<file path="config.mk">
export PLATFORM = sky130hd
export DESIGN_NAME = gpio_format_config
export DESIGN_NICKNAME = d
export VERILOG_FILES = /design/src/hw/gpio_format_config.v
export VERILOG_INCLUDE_DIRS = /design/src /design/src/include
export SDC_FILE = /design/constraint.sdc
export NUM_CORES = 1
export LEC_CHECK = 0
export BUFFER_PORTS_ARGS = -buffer_cell sky130_fd_sc_hd__buf_2
export CORE_MARGIN = 1
export CORE_UTILIZATION = 31
export CTS_BUF_LIST = sky130_fd_sc_hd__clkbuf_16
export CTS_CLUSTER_SIZE = 25
export DETAILED_ROUTE_END_ITERATION = 12
export PLACE_DENSITY_LB_ADDON = 0.12
export SKIP_CTS_REPAIR_TIMING = 1
export SLEW_MARGIN = 40
export SYNTH_ARGS = -nofsm -noshare
export SYNTH_HDL_FRONTEND = slang
export SYNTH_SLANG_ARGS = --single-unit
export TNS_END_PERCENT = 1
</file>
<file path="constraint.sdc">
create_clock -name clk_i -period 9.3 [get_ports clk_i]
set_clock_uncertainty 0.15 [all_clocks]
set_input_delay 0.93 -clock clk_i [delete_from_list [all_inputs] [get_ports clk_i]]
set_output_delay 0.93 -clock clk_i [all_outputs]
set_load 0.02 [all_outputs]
</file>
<file path="src/include/gpio_format_config_defines.vh">
// Constants for the pin format and direction configuration block.
// Assumes a 16-bit device register map with byte-wide addresses.
`ifndef GPIO_FORMAT_CONFIG_DEFINES_VH
`define GPIO_FORMAT_CONFIG_DEFINES_VH

`define CFG_ADDR 8'h4d
`define CFG_RESET 16'h0000
`define CFG_WMASK 16'h7ffd
`define FMT_LSB 10
`define DIR_LSB 5
`define PIN1_IDX 1
`define CNT_W 7
`define TICK_W 8
`define TB_STEP 2
`define CNT_ONE 7'h01
`define TICK_ONE 8'h01

`endif

</file>
<file path="src/hw/gpio_format_config.v">
// Pin configuration word with per-pin static or pulse-width signalling.
// Assumes count, time-base and output data settings come from sibling
// registers on the same clock; pin inputs come from outside and are
// synchronised here.
`timescale 1ns/10ps
`include "gpio_format_config_defines.vh"

// Summary of operation
// - Configuration word at 4Dh, 16 bits, cleared to zero on reset.
// - Bit 15 is read-only and always reads zero.
// - Bits 14..10 select format per pin, pin 4 at bit 14.
// - Format 0 input: level taken straight from the pin.
// - Format 0 output: static level, pulse counts ignored.
// - Format 1 input: level decoded from pulse-width waveform.
// - Format 1 output: pulse waveform from low/high count settings.
// - Format 0 readback of driven pin uses static interpretation.
// - Format 1 readback decodes pulses using the pin's own time base.
// - Direction bit 0 means input, 1 means output.
// - Source bit 0 selects alternate signal, 1 selects output data.
// - Bit 1 reserved, read-only, reads zero; pin 1 has no alternate.
module gpio_format_config #(
   parameter PINS = 5
) (
   input wire clk_i,
   input wire rst_i,
   input wire [7:0] addr_i,
   input wire wr_en_i,
   input wire [15:0] wdata_i,
   output reg [15:0] rdata_o,
   input wire [PINS-1:0] output_data_i,
   input wire [PINS-1:0] alt_signal_i,
   input wire [PINS*`CNT_W-1:0] low_code_high_count_i,
   input wire [PINS*`CNT_W-1:0] low_code_low_count_i,
   input wire [PINS*`CNT_W-1:0] high_code_high_count_i,
   input wire [PINS*`CNT_W-1:0] high_code_low_count_i,
   input wire [PINS*2-1:0] time_base_i,
   input wire [PINS-1:0] pin_i,
   output reg [PINS-1:0] pin_o,
   output reg [PINS-1:0] pin_oe_n_o,
   output reg [PINS-1:0] input_level_o,
   output reg [PINS-1:0] readback_level_o,
   output reg [PINS-1:0] readback_mismatch_o
);

   // ---------------------------------------------------------------
   // Configuration word
   // ---------------------------------------------------------------
   reg [15:0] pin_config_word;

   always @(posedge clk_i or posedge rst_i) begin
      if (rst_i) begin
         pin_config_word <= `CFG_RESET;
      end else if (wr_en_i && addr_i == `CFG_ADDR) begin
         // Masked bits stay zero whatever is written
         pin_config_word <= wdata_i & `CFG_WMASK;
      end
   end

   // ---------------------------------------------------------------
   // Read data
   // ---------------------------------------------------------------
   // Address-only read with no strobe, so a read never changes state
   always @(posedge clk_i or posedge rst_i) begin
      if (rst_i) begin
         rdata_o <= 16'h0000;
      end else if (addr_i == `CFG_ADDR) begin
         rdata_o <= pin_config_word & `CFG_WMASK;
      end else begin
         rdata_o <= 16'h0000;
      end
   end

   // Time-base prescale limit: each step multiplies the period by four
   function [`TICK_W-1:0] tick_limit;
      input [1:0] tb;
      begin
         tick_limit = (`TICK_ONE << (tb * `TB_STEP)) - `TICK_ONE;
      end
   endfunction

   // ---------------------------------------------------------------
   // Per-pin logic
   // ---------------------------------------------------------------
   wire [PINS-1:0] next_pin_drive;
   wire [PINS-1:0] next_pin_oe_n;
   wire [PINS-1:0] next_input_level;
   wire [PINS-1:0] next_readback_level;
   wire [PINS-1:0] next_readback_mismatch;
   genvar i;
   generate
      for (i = 0; i < PINS; i = i + 1) begin : g_pin
         wire fmt = pin_config_word[`FMT_LSB+i];
         wire dir = pin_config_word[`DIR_LSB+i];
         // Pin 1 has no alternate, so it always takes output data
         wire src = (i == `PIN1_IDX) ? 1'b1 : pin_config_word[i];
         wire [1:0] tb = time_base_i[2*i+1:2*i];
         wire [`CNT_W-1:0] ll_hc = low_code_high_count_i[`CNT_W*i+:`CNT_W];
         wire [`CNT_W-1:0] ll_lc = low_code_low_count_i[`CNT_W*i+:`CNT_W];
         wire [`CNT_W-1:0] lh_hc = high_code_high_count_i[`CNT_W*i+:`CNT_W];
         wire [`CNT_W-1:0] lh_lc = high_code_low_count_i[`CNT_W*i+:`CNT_W];
         wire data = src ? output_data_i[i] : alt_signal_i[i];
         wire [`CNT_W-1:0] hc = data ? lh_hc : ll_hc;
         wire [`CNT_W-1:0] lc = data ? lh_lc : ll_lc;
         wire [`CNT_W:0] thr_sum = {1'b0, ll_hc} + {1'b0, lh_hc};
         wire [`CNT_W-1:0] thr = thr_sum[`CNT_W:1];
         reg sync1, sync2, prev;
         reg [`TICK_W-1:0] tick_cnt;
         reg phase_high;
         reg [`CNT_W-1:0] gen_cnt;
         reg [`CNT_W-1:0] meas;
         reg pwm_level;
         wire tick = (tick_cnt == tick_limit(tb));
         wire fall = prev & ~sync2;
         // Decoded level: high time nearer the high-code count means 1
         wire decoded = (meas > thr) ^ (ll_hc > lh_hc);
         wire level = fmt ? pwm_level : sync2;
         wire gen_out = fmt ? phase_high : data;

         // ------------------------------------------------------------
         // Pin synchroniser
         // ------------------------------------------------------------
         // Two flops, since the pins change with no regard to this clock
         always @(posedge clk_i or posedge rst_i) begin
            if (rst_i) begin
               sync1 <= 1'b0;
               sync2 <= 1'b0;
               prev <= 1'b0;
            end else begin
               sync1 <= pin_i[i];
               sync2 <= sync1;
               prev <= sync2;
            end
         end

         // ------------------------------------------------------------
         // Time base
         // ------------------------------------------------------------
         // Held at zero in static format, so pulses start on a tick
         always @(posedge clk_i or posedge rst_i) begin
            if (rst_i) begin
               tick_cnt <= {`TICK_W{1'b0}};
            end else if (tick || !fmt) begin
               tick_cnt <= {`TICK_W{1'b0}};
            end else begin
               tick_cnt <= tick_cnt + `TICK_ONE;
            end
         end

         // ------------------------------------------------------------
         // Pulse generator
         // ------------------------------------------------------------
         // A zero count skips that phase
         always @(posedge clk_i or posedge rst_i) begin
            if (rst_i) begin
               phase_high <= 1'b0;
               gen_cnt <= {`CNT_W{1'b0}};
            end else if (!fmt) begin
               phase_high <= 1'b0;
               gen_cnt <= {`CNT_W{1'b0}};
            end else if (tick) begin
               if (phase_high ? (gen_cnt + `CNT_ONE >= hc)
                              : (gen_cnt + `CNT_ONE >= lc)) begin
                  phase_high <= phase_high ? (lc == {`CNT_W{1'b0}})
                                           : (hc != {`CNT_W{1'b0}});
                  gen_cnt <= {`CNT_W{1'b0}};
               end else begin
                  gen_cnt <= gen_cnt + `CNT_ONE;
               end
            end
         end

         // ------------------------------------------------------------
         // Pulse decoder
         // ------------------------------------------------------------
         // Measures high time in time-base ticks
         always @(posedge clk_i or posedge rst_i) begin
            if (rst_i) begin
               meas <= {`CNT_W{1'b0}};
               pwm_level <= 1'b0;
            end else if (!fmt) begin
               meas <= {`CNT_W{1'b0}};
               pwm_level <= 1'b0;
            end else if (fall) begin
               pwm_level <= decoded;
               meas <= {`CNT_W{1'b0}};
            end else if (tick && sync2 && meas != {`CNT_W{1'b1}}) begin
               meas <= meas + `CNT_ONE; // Saturates on long highs
            end
         end

         // ------------------------------------------------------------
         // Next output values
         // ------------------------------------------------------------
         // Input level holds while the pin drives, so software keeps
         // the last level taken before the direction changed
         assign next_pin_drive[i] = gen_out;
         assign next_pin_oe_n[i] = ~dir;
         assign next_input_level[i] = dir ? input_level_o[i] : level;
         assign next_readback_level[i] = dir ? level : 1'b0;
         assign next_readback_mismatch[i] = dir & (level != data);
      end
   endgenerate

   // ---------------------------------------------------------------
   // Pin outputs
   // ---------------------------------------------------------------
   // One process owns each output vector, so no bit has two drivers
   always @(posedge clk_i or posedge rst_i) begin
      if (rst_i) begin
         pin_o <= {PINS{1'b0}};
         pin_oe_n_o <= {PINS{1'b1}};
         input_level_o <= {PINS{1'b0}};
         readback_level_o <= {PINS{1'b0}};
         readback_mismatch_o <= {PINS{1'b0}};
      end else begin
         // Registered, so a configuration change lands one cycle on
         pin_o <= next_pin_drive;
         pin_oe_n_o <= next_pin_oe_n;
         input_level_o <= next_input_level;
         readback_level_o <= next_readback_level;
         readback_mismatch_o <= next_readback_mismatch;
      end
   end

endmodule // gpio_format_config

</file>
-- Word-level counts from Yosys, hierarchy flattened
Cells that the tools add are included.
- $add $sub $neg: 25
- $lt $le $gt $ge: 20
- bitwise logic cells: 25
- reductions and logical operators: 36
- shift operators: 5
- multiply operators: 0
- mux-type cells: 100
- equality and inequality tests: 36
- div/mod/pow operators: 0
- operator list (operator ; number):
    7-bit 2-to-1 mux ; 40
    7-bit by 1-bit adder with 7-bit output (second input constant) ; 10
    7-bit >= comparator ; 10
    7-bit greater-than comparator ; 10
    1-bit 2-to-1 mux ; 54
    7-bit by 7-bit adder with 8-bit output ; 5
    8-bit by 1-bit adder with 8-bit output (second input constant) ; 5
    8-bit == test ; 5
    8-bit 2-to-1 mux ; 5
    1-bit by 3-bit left shift with 8-bit output (first input constant) ; 5
    8-bit by 1-bit subtractor with 8-bit output (second input constant) ; 5
    7-bit zero test ; 5
    7-bit != test (second input constant) ; 5
    7-bit nonzero test ; 5
    2-bit by 1-bit != test with 1-bit output (second input constant) ; 15
    15-bit 2-to-1 mux ; 1
    3-bit by 1-bit != test with 1-bit output (second input constant) ; 5
    1-bit logical AND ; 11
    1-bit AND ; 10
    1-bit NOT ; 10
    2-bit AND reduction ; 5
    8-bit by 7-bit == test with 1-bit output (second input constant) ; 1
    1-bit zero test ; 5
    1-bit logical OR ; 5
    other kinds (2) ; 10
- memories kept: 0
- register bits: 189
- input bits: 192
- output and inout port bits: 41
- memory bits (read-only): 0
- RAM bits: 0
- bits in latches: 0

-- Longest topological paths before layout
Gate-level depths: netlist of the first run.
- word-level depth: 8
- depth in mapped cells: 15
- depth with buffers taken out: 15

-- Least setup slack after synthesis of the first run
No wires, ideal clock.
- path type: input-to-reg
- start point: in output_data_i[3]
- end point: reg g_pin[3].gen_cnt[2]
- setup time: 83 ps
- required time: 9067 ps
- stages: 10
- arrival time: 3586 ps
- slack: 5481 ps
- cells stage by stage: mux2i_1 clkbuf_1 mux2i_1 ha_1 a211o_1 a21oi_1 o21ai_0 a221oi_1 nand2_1 o21ai_0
- longest elaborated chain between the ends: 7
- RTL lines (what ; line ; RTL):
    start, declared ; gpio_format_config.v:30 ; input wire [PINS-1:0] output_data_i,
    1-bit 2-to-1 mux * ; gpio_format_config.v:101 ; wire data = src ? output_data_i[i] : alt_signal_i[i];
    7-bit 2-to-1 mux (on tied branches) ; gpio_format_config.v:103, gpio_format_config.v:102 ;
    7-bit >= comparator (on tied branches) ; gpio_format_config.v:162, gpio_format_config.v:161 ;
    1-bit 2-to-1 mux * ; gpio_format_config.v:161 ; if (phase_high ? (gen_cnt + `CNT_ONE >= hc)
    7-bit 2-to-1 mux * ; gpio_format_config.v:161 ;
    7-bit 2-to-1 mux * ; gpio_format_config.v:160 ; end else if (tick) begin
    7-bit 2-to-1 mux * ; gpio_format_config.v:157 ; end else if (!fmt) begin
    end signal, assigned ; gpio_format_config.v:156 ; gen_cnt <= {`CNT_W{1'b0}};
    end signal, assigned ; gpio_format_config.v:159 ; gen_cnt <= {`CNT_W{1'b0}};
    end signal, assigned ; gpio_format_config.v:165 ; gen_cnt <= {`CNT_W{1'b0}};
    end, declared ; gpio_format_config.v:109 ; reg [`CNT_W-1:0] gen_cnt;
Mark *: on every way between the ends. The rest lies on a longest branch, timed or not. The select of a mux whose other input is x is not followed.
A chain may end at the register's enable or synchronous reset.

-- Worst setup path in the final report of the first run
- start point: in low_code_high_count_i[21]
- end point: reg g_pin[3].pwm_level
- longest elaborated chain between the ends: 5
- RTL lines (what ; line ; RTL):
    start, declared ; gpio_format_config.v:32 ; input wire [PINS*`CNT_W-1:0] low_code_high_count_i,
    7-bit by 7-bit adder with 8-bit output ; gpio_format_config.v:104 ; wire [`CNT_W:0] thr_sum = {1'b0, ll_hc} + {1'b0, lh_hc};
    7-bit greater-than comparator ; gpio_format_config.v:115 ; wire decoded = (meas > thr) ^ (ll_hc > lh_hc);
    1-bit XOR * ; gpio_format_config.v:115 ;
    1-bit 2-to-1 mux * ; gpio_format_config.v:183 ; end else if (fall) begin
    1-bit 2-to-1 mux * ; gpio_format_config.v:180 ; end else if (!fmt) begin
    end signal, assigned ; gpio_format_config.v:184 ; pwm_level <= decoded;
    end, declared ; gpio_format_config.v:111 ; reg pwm_level;
Marked as above.

==> impl_summary.log, run 1 <==
INFO  metric drv.max_cap_violation_count = 0
INFO  metric grt_util_all_layers = 15.9%
INFO  metric vias_per_cell = 4.83
INFO  metric wl_per_cell = 15.0 um
INFO  metric synth-seq-cells = 188
INFO  metric design.die.area = 45,900 um2
INFO  metric number_of_antenna_violations_at_the_first_check_in_global_routing = 6
INFO  metric p_leak = 8.15 nW
INFO  metric dieWidth = 214 um
INFO  metric timing.max_slew.rel_slack = 50.8%
INFO  metric row_count = 77
INFO  metric ant_nets = 0
INFO  metric placed_cell_count = 2,302
INFO  metric cts_tree = yes
INFO  metric synth_enable_flop_cells = 0
INFO  metric crit_path_start_kind = input port
INFO  metric timing.critical_path.arrival = 3.80 ns
INFO  metric grt_pass1_vias = 11,518
INFO  metric synth.largest_area_cell = dfrtp_1
INFO  metric cts.root.buffer_cell = clkbuf_16
INFO  metric setup_viol = 0
INFO  metric numCtsBuffers = 17
INFO  metric core_area = 44,300 um2
INFO  metric numPortBuffers = 227
INFO  metric num_vias = 11,302
INFO  metric post_layout_nonfiller_instances = 2,339
INFO  metric max-vdd-ir-drop = 0.0731 mV
INFO  metric timing.final.hold_violations = 0
INFO  metric cp.buffers_inverters = 1
INFO  metric fmax = 281 MHz
INFO  metric finish.net_count = 2,121
INFO  metric cp_max_fo = 4
INFO  metric yosys_most_used_dff = dfrtp_1
INFO  metric worst_path_max_delay_cell = fa_1
INFO  metric ctsLongestPathBuffers = 2
INFO  metric cell_pwr_density = 120 nW/um2
INFO  metric route.detailed.drc = 0
INFO  metric worst_path_dominant_cell_family = compound AO/OA/AOI/OAI gates
INFO  metric layout_worst_path_cycle_share = 38.3%
INFO  metric synth-seq-area-share = 33.7%
INFO  metric synth_most_common_cell = ha_1
INFO  metric first_iter_violations = 467
INFO  metric synth_area = 14,000 um2
INFO  metric synth-adder-area-share = 18.2%
INFO  metric finalWirelength = 35,100 um
INFO  metric grt_first_pass_wirelength = 58,200 um
INFO  metric synth.top_cell.area_share = 32.8%
INFO  metric power = 1.98 mW
INFO  metric estimated_wirelength_of_the_detail_placed_design = 27,400 um
INFO  metric post_synth_most_frequent_cells = 195 x ha_1, 183 x dfrtp_1, 170 x nor2_1
INFO  metric cts.clk_slew.worst_paths = 0.07 ns
INFO  metric ys_warn_count = 0
INFO  metric synthMuxAreaShare = 5.67%
INFO  metric timing_max_transition_violations_final = 0
INFO  metric drive_above_1_share = 18.5%
INFO  metric synth_top_family_by_area = simple AND/OR/NAND/NOR gates
INFO  metric synthSimpleGateAreaFrac = 18.2%
INFO  metric complex_gate_fraction_of_the_synthesized_area = 13.5%
INFO  metric hold-worst-slack = 0.202 ns
INFO  metric drt_pass1_iterations = 4
INFO  metric floorplan.initialDensity = 31.5%
INFO  metric floorplan.die.height = 214 um
INFO  metric grt_start_max_net_pins = 121
INFO  metric worst_skew_pair.late_latency = 0.48 ns
INFO  metric post_synth.cell_area_avg = 9.30 um2
INFO  metric cp.required = 9.54 ns
INFO  metric sort_of_element_at_the_end_of_the_critical_path = register
INFO  metric result_of_the_run = complete, no violations
INFO  metric critical-path-max-stage-delay = 0.40 ns
INFO  metric htreeDepth = 4
INFO  metric syn2layout_area_growth = 17.6%
INFO  metric holdCritPathClass = register to register
INFO  metric crit_type = input port to register
INFO  metric tightestPinTransition = 0.735 ns
INFO  metric crit_path_cell_trace = buf_2, ha_1, fa_1, nor2b_1, o21a_1, o21ai_0, a21oi_1, nor2_1, xnor2_1, ha_1, a21o_1, a21oi_1, nor2b_1, a21boi_0, xor2_1, a211oi_1
INFO  metric yosys-top-cells-area = dfrtp_1 33%, ha_1 17%, nor2_1 4.6%, xnor2_1 3.8%, mux2i_1 3.7%
INFO  metric place.gp.congestion = 0.804
INFO  metric asyncSetResetFlopFracSynth = 100%
INFO  metric timing.final.crit_period = 3.56 ns
INFO  metric clock-sinks = 188
INFO  metric tns = 0 ns
INFO  metric synth_xor_xnor_area_share = 7.40%
INFO  metric synth_cell_type_count = 74
INFO  metric grt_setup_unrepaired = no
INFO  metric syn_inst = 1,501
INFO  metric io_pins = 233
INFO  metric globalRouteOverflowTotal = 0
[layout make-up]
class	count	area, um2
fill	4542	27900
multi-input combinational	1195	8820
sequential	188	4710
timing repair buffer	235	1200
tap	592	741
clock buffer	17	425
inverter	92	358
clock inverter	15	169
antenna	5	12.5
[sequential cells by signal (all words and copies together) (netlist names), 14 cells and up]
| name | count |
|---|---|
| rdata_o | 14 |
| g_pin.tick_cnt | 40 |
| g_pin.gen_cnt | 35 |
| g_pin.meas | 35 |
| pin_config_word | 14 |
[stage by stage]
| step | instance area, um2 | util, % | setup slack [ns] |
|---|---|---|---|
| 4_1_cts | 16400 | 37.0 | 5.76 |
| 6_report | 16400 | 37.1 | 5.74 |
| 2_1_floorplan | 14000 | - | 3.11 |
| 5_1_grt | 16400 | 37.1 | 5.43 |
| 3_5_place_dp | 15800 | 35.7 | 5.21 |
| 3_3_place_gp | 15800 | 35.7 | 5.26 |
[path summary, 6_finish.rpt]
path	start	endpoint	slack, ns	cells after the start
max	low_code_high_count_i[21]	g_pin[3].pwm_level	5.74	16
min	g_pin[3].sync1	g_pin[3].sync2	0.20	0
max reg2reg	g_pin[3].gen_cnt[0]	g_pin[3].gen_cnt[3]	6.02	12
min reg2reg	g_pin[3].sync1	g_pin[3].sync2	0.20	0
max in group asynchronous	rst_i	input_level_o[4]	7.49	3
min in group asynchronous	rst_i	readback_level_o[1]	0.38	2
[where the power goes]
part | internal (mW) | switching (mW)
Combinational | 0.156 | 0.209
Clock | 0.421 | 0.345
Sequential | 0.832 | 0.0141
[cells by family (layout without fill, tap and decap cells)]
kind of cell	Yosys count	count (layout)
AND/OR/NAND/NOR	513	513
buffers and inverters	119	359
AO/OA/AOI/OAI	286	286
XOR/XNOR	118	118
other	1	7
flip-flops	188	188
multiplexers	76	76
adder cells (fa/ha/maj)	200	200
[layout by cell type, fill, tap and decap left out, types with 22 or more instances in the layout]
cell,instances
nand3_1,83
dfrtp_1,183
ha_1,195
mux2_2,25
o21ai_0,42
a21oi_1,97
nand2_1,76
nor2b_1,30
nand4_1,22
buf_2,227
and2_1,23
xor2_1,57
nor2_1,170
inv_1,91
a21o_1,24
xnor2_1,61
nor4_1,22
mux2i_1,47
[per-layer routing]
metal | track usage (%) | routed length [um]
met1 | 20.4 | 17100
met5 | 0 | 23
met4 | 5.79 | 644
met3 | 3.65 | 1260
met2 | 26.0 | 16100
(Power assumes the default switching activity.)
==> inputs of run 2 (changes only) <==
==> constraint.sdc (replaced) <==
create_clock -name clk_i -period 3.3 [get_ports clk_i]
set_clock_uncertainty 0.15 [all_clocks]
set_input_delay 0.33 -clock clk_i [delete_from_list [all_inputs] [get_ports clk_i]]
set_output_delay 0.33 -clock clk_i [all_outputs]
set_load 0.02 [all_outputs]
==> impl_summary.log, run 2 (synthesis gave the netlist of run 1 again) <==
INFO  metric wl_per_cell = 14.9 um (was 15.0 um)
INFO  metric result_of_the_run = complete, no violations (unchanged)
INFO  metric most_common_cell_after_layout_fill_and_taps_aside = buf_2 (unchanged)
INFO  metric timing.critical_path.arrival = 3.26 ns (was 3.80 ns)
INFO  metric htreeDepth = 4 (unchanged)
INFO  metric max-vdd-ir-drop = 0.270 mV (was 0.0731 mV)
INFO  metric cts.root.buffer_cell = clkbuf_16 (unchanged)
INFO  metric numPortBuffers = 227 (unchanged)
INFO  metric grt_start_max_net_pins = 87 (was 121)
INFO  metric globalRouteOverflowTotal = 0 (unchanged)
INFO  metric grt_pass1_vias = 11,647 (was 11,518)
INFO  metric clock-sinks = 188 (unchanged)
INFO  metric grt_util_all_layers = 16.1% (was 15.9%)
INFO  metric estimated_wirelength_of_the_detail_placed_design = 28,000 um (was 27,400 um)
INFO  metric core_area = 44,300 um2 (unchanged)
INFO  metric grt_first_pass_wirelength = 58,800 um (was 58,200 um)
INFO  metric layout_worst_path_cycle_share = 91.7%
INFO  metric ant_nets = 0 (unchanged)
INFO  metric worst_path_max_delay_cell = dfrtp_1 (was fa_1)
INFO  metric floorplan.initialDensity = 31.5% (unchanged)
INFO  metric r2r.worst_path.cells = 11 (was 12)
INFO  metric setup.reg_to_reg.worst_slack = 0.27 ns (was 6.02 ns)
INFO  metric worstReg2RegEnd = g_pin[3].gen_cnt[2] (was g_pin[3].gen_cnt[3])
INFO  metric holdCritPathClass = input port to register (was register to register)
INFO  metric timing.final.crit_period = 3.03 ns
INFO  metric crit_type = register to register (was input port to register)
INFO  metric multi_input_comb_area = 8820 um2 (unchanged)
INFO  metric largest_register_ff_count = 40 (unchanged)
INFO  metric route.detailed.drc = 0 (unchanged)
INFO  metric p_leak = 8.37 nW (was 8.15 nW)
INFO  metric fillCellCount = 4,556 (was 4,542)
INFO  metric critical-path-max-stage-delay = 0.42 ns (was 0.40 ns)
INFO  metric cts_tree = yes (unchanged)
INFO  metric timing.max_slew.rel_slack = 53.2% (was 50.8%)
INFO  metric dieWidth = 214 um (unchanged)
INFO  metric setup_viol = 0 (unchanged)
INFO  metric finish.instance_area = 16,900 um2 (was 16,400 um2)
INFO  metric crit_path_cell_trace = mux2i_2, buf_12, mux2_2, ha_1, nand2b_1, a31oi_1, o21ai_0, a221oi_1, buf_4, nand2_1, o21ai_0 (was buf_2, ha_1, fa_1, nor2b_1, o21a_1, o21ai_0, a21oi_1, nor2_1, xnor2_1, ha_1, a21o_1, a21oi_1, nor2b_1, a21boi_0, xor2_1, a211oi_1)
INFO  metric numCtsBuffers = 17 (unchanged)
INFO  metric finish.net_count = 2,164 (was 2,121)
INFO  metric worst_skew_pair.late_latency = 0.48 ns (about the same)
INFO  metric place.gp.congestion = 0.822 (was 0.804)
INFO  metric floorplan.die.height = 214 um (unchanged)
INFO  metric vias_per_cell = 4.81 (was 4.83)
INFO  metric cp_max_fo = 26 (was 4)
INFO  metric cell_pwr_density = 341 nW/um2 (was 120 nW/um2)
INFO  metric finalWirelength = 35,500 um (was 35,100 um)
INFO  metric first_iter_violations = 414 (was 467)
INFO  metric row_count = 77 (unchanged)
INFO  metric design.die.area = 45,900 um2 (unchanged)
INFO  metric fmax = 331 MHz
INFO  metric num_vias = 11,441 (was 11,302)
INFO  metric setup.worst_path.start = pin_config_word[3] (was low_code_high_count_i[21])
INFO  metric cell_seen_most_often_among_critical_path_stages = o21ai_0
INFO  metric crit_end = g_pin[3].gen_cnt[2] (was g_pin[3].pwm_level)
INFO  metric ctsLongestPathBuffers = 2 (unchanged)
INFO  metric tightestPinTransition = 0.700 ns (was 0.735 ns)
INFO  metric drive_above_1_share = 19.6% (was 18.5%)
INFO  metric sort_of_element_at_the_end_of_the_critical_path = register (unchanged)
INFO  metric final_util = 38.1% (was 37.1%)
INFO  metric number_of_antenna_violations_at_the_first_check_in_global_routing = 4 (was 6)
INFO  metric r2r-start = pin_config_word[3] (was g_pin[3].gen_cnt[0])
INFO  metric timing.final.hold_violations = 0 (unchanged)
INFO  metric most-common-layout-cells = 227 x buf_2, 195 x ha_1, 182 x dfrtp_1 (was 227 x buf_2, 195 x ha_1, 183 x dfrtp_1)
INFO  metric grt_setup_unrepaired = no (unchanged)
INFO  metric drv.max_cap_violation_count = 0 (unchanged)
INFO  metric tns = 0 ns (unchanged)
INFO  metric register_area = 4710 um2 (about the same)
INFO  metric syn2layout_area_growth = 20.9% (was 17.6%)
INFO  metric cts.clk_slew.worst_paths = 0.08 ns (was 0.07 ns)
INFO  metric top_reg_by_flops = g_pin.tick_cnt (unchanged)
INFO  metric crit_path_start_kind = register (was input port)
INFO  metric reg.largest.list = g_pin.tick_cnt (40), g_pin.gen_cnt (35), g_pin.meas (35) (unchanged)
INFO  metric hold-worst-slack = 0.111 ns (was 0.202 ns)
INFO  metric io_pins = 233 (unchanged)
INFO  metric cp.required = 3.54 ns (was 9.54 ns)
INFO  metric place_area = 16,000 um2 (was 15,800 um2)
INFO  metric timing_max_transition_violations_final = 0 (unchanged)
INFO  metric drt_pass1_iterations = 5 (was 4)
==> run 2: cell count changes in the layout (fill, tap and decap cells not counted), moves of 2 or more <==
| cell | delta |
|---|---|
| buf_4 | +21 |
| dlygate4sd3_1 | +20 |
| buf_12 | +3 |
| clkinv_2 | -3 |
| clkinvlp_4 | +2 |
| inv_8 | +2 |
==> run 2: cell type report <==
class	instances	share of cell area, %
Sequential cell	188	27.9
Antenna cell	4	0.0593
Clock buffer	17	2.52
Multi-Input combinational cell	1195	52.2
Tap cell	592	4.39
Inverter	92	2.07
Timing Repair Buffer	278	9.63
Clock inverter	15	1.24
==> run 2: where the power goes <==
group / switching (mW) / total, mW / internal [mW]
Sequential: 0.0386 / 2.38 / 2.35
Clock: 1.02 / 2.30 / 1.28
Combinational: 0.599 / 1.08 / 0.480
==> run 2: worst max-delay path: cells and delay by family, from the launching register on <==
kind | cells | cell delay (ns)
AOI/OAI and AO/OA | 4 | 0.81
adders and majority gates | 1 | 0.26
buffers and inverters | 2 | 0.41
and+or+nand+nor | 2 | 0.22
muxes | 2 | 0.64
DFF | 1 | 0.42
==> run 2: worst min-delay path by stage <==
stage,cells past startpoint,endpoint,startpoint
after floorplan,0,g_pin[0].sync2,g_pin[0].sync1
after global placement,0,g_pin[4].sync2,g_pin[4].sync1
after detailed placement,0,g_pin[4].sync2,g_pin[4].sync1
after CTS,1,g_pin[4].sync1,pin_i[4]
after global routing,4,g_pin[0].phase_high,high_code_low_count_i[1]
final,4,g_pin[0].phase_high,high_code_low_count_i[1]
==> run 2: routing by layer <==
layer  vias to the layer above  part of all wire [%]  GRT usage [%]  wire, um
li1                       5874                     -              -         -
met1                      5381                    48           20.6     17100
met2                       156                    46           26.3     16500
met3                        28                   4.2           4.16      1480
met4                         2                   1.4           4.93       506
met5                         -                 0.037              0        13
==> run 2: per-stage QoR <==
step | cells | power (mW) | setup WS (ns)
final | 2381 | 5.76 | 0.274
after global placement | 2324 | 3.48 | -0.0538
after floorplan | 1502 | 3.10 | 0.00767
after global routing | 2378 | 6.11 | 0.0623
after detailed placement | 2325 | 3.51 | -0.114
after CTS | 2357 | 5.87 | 0.222
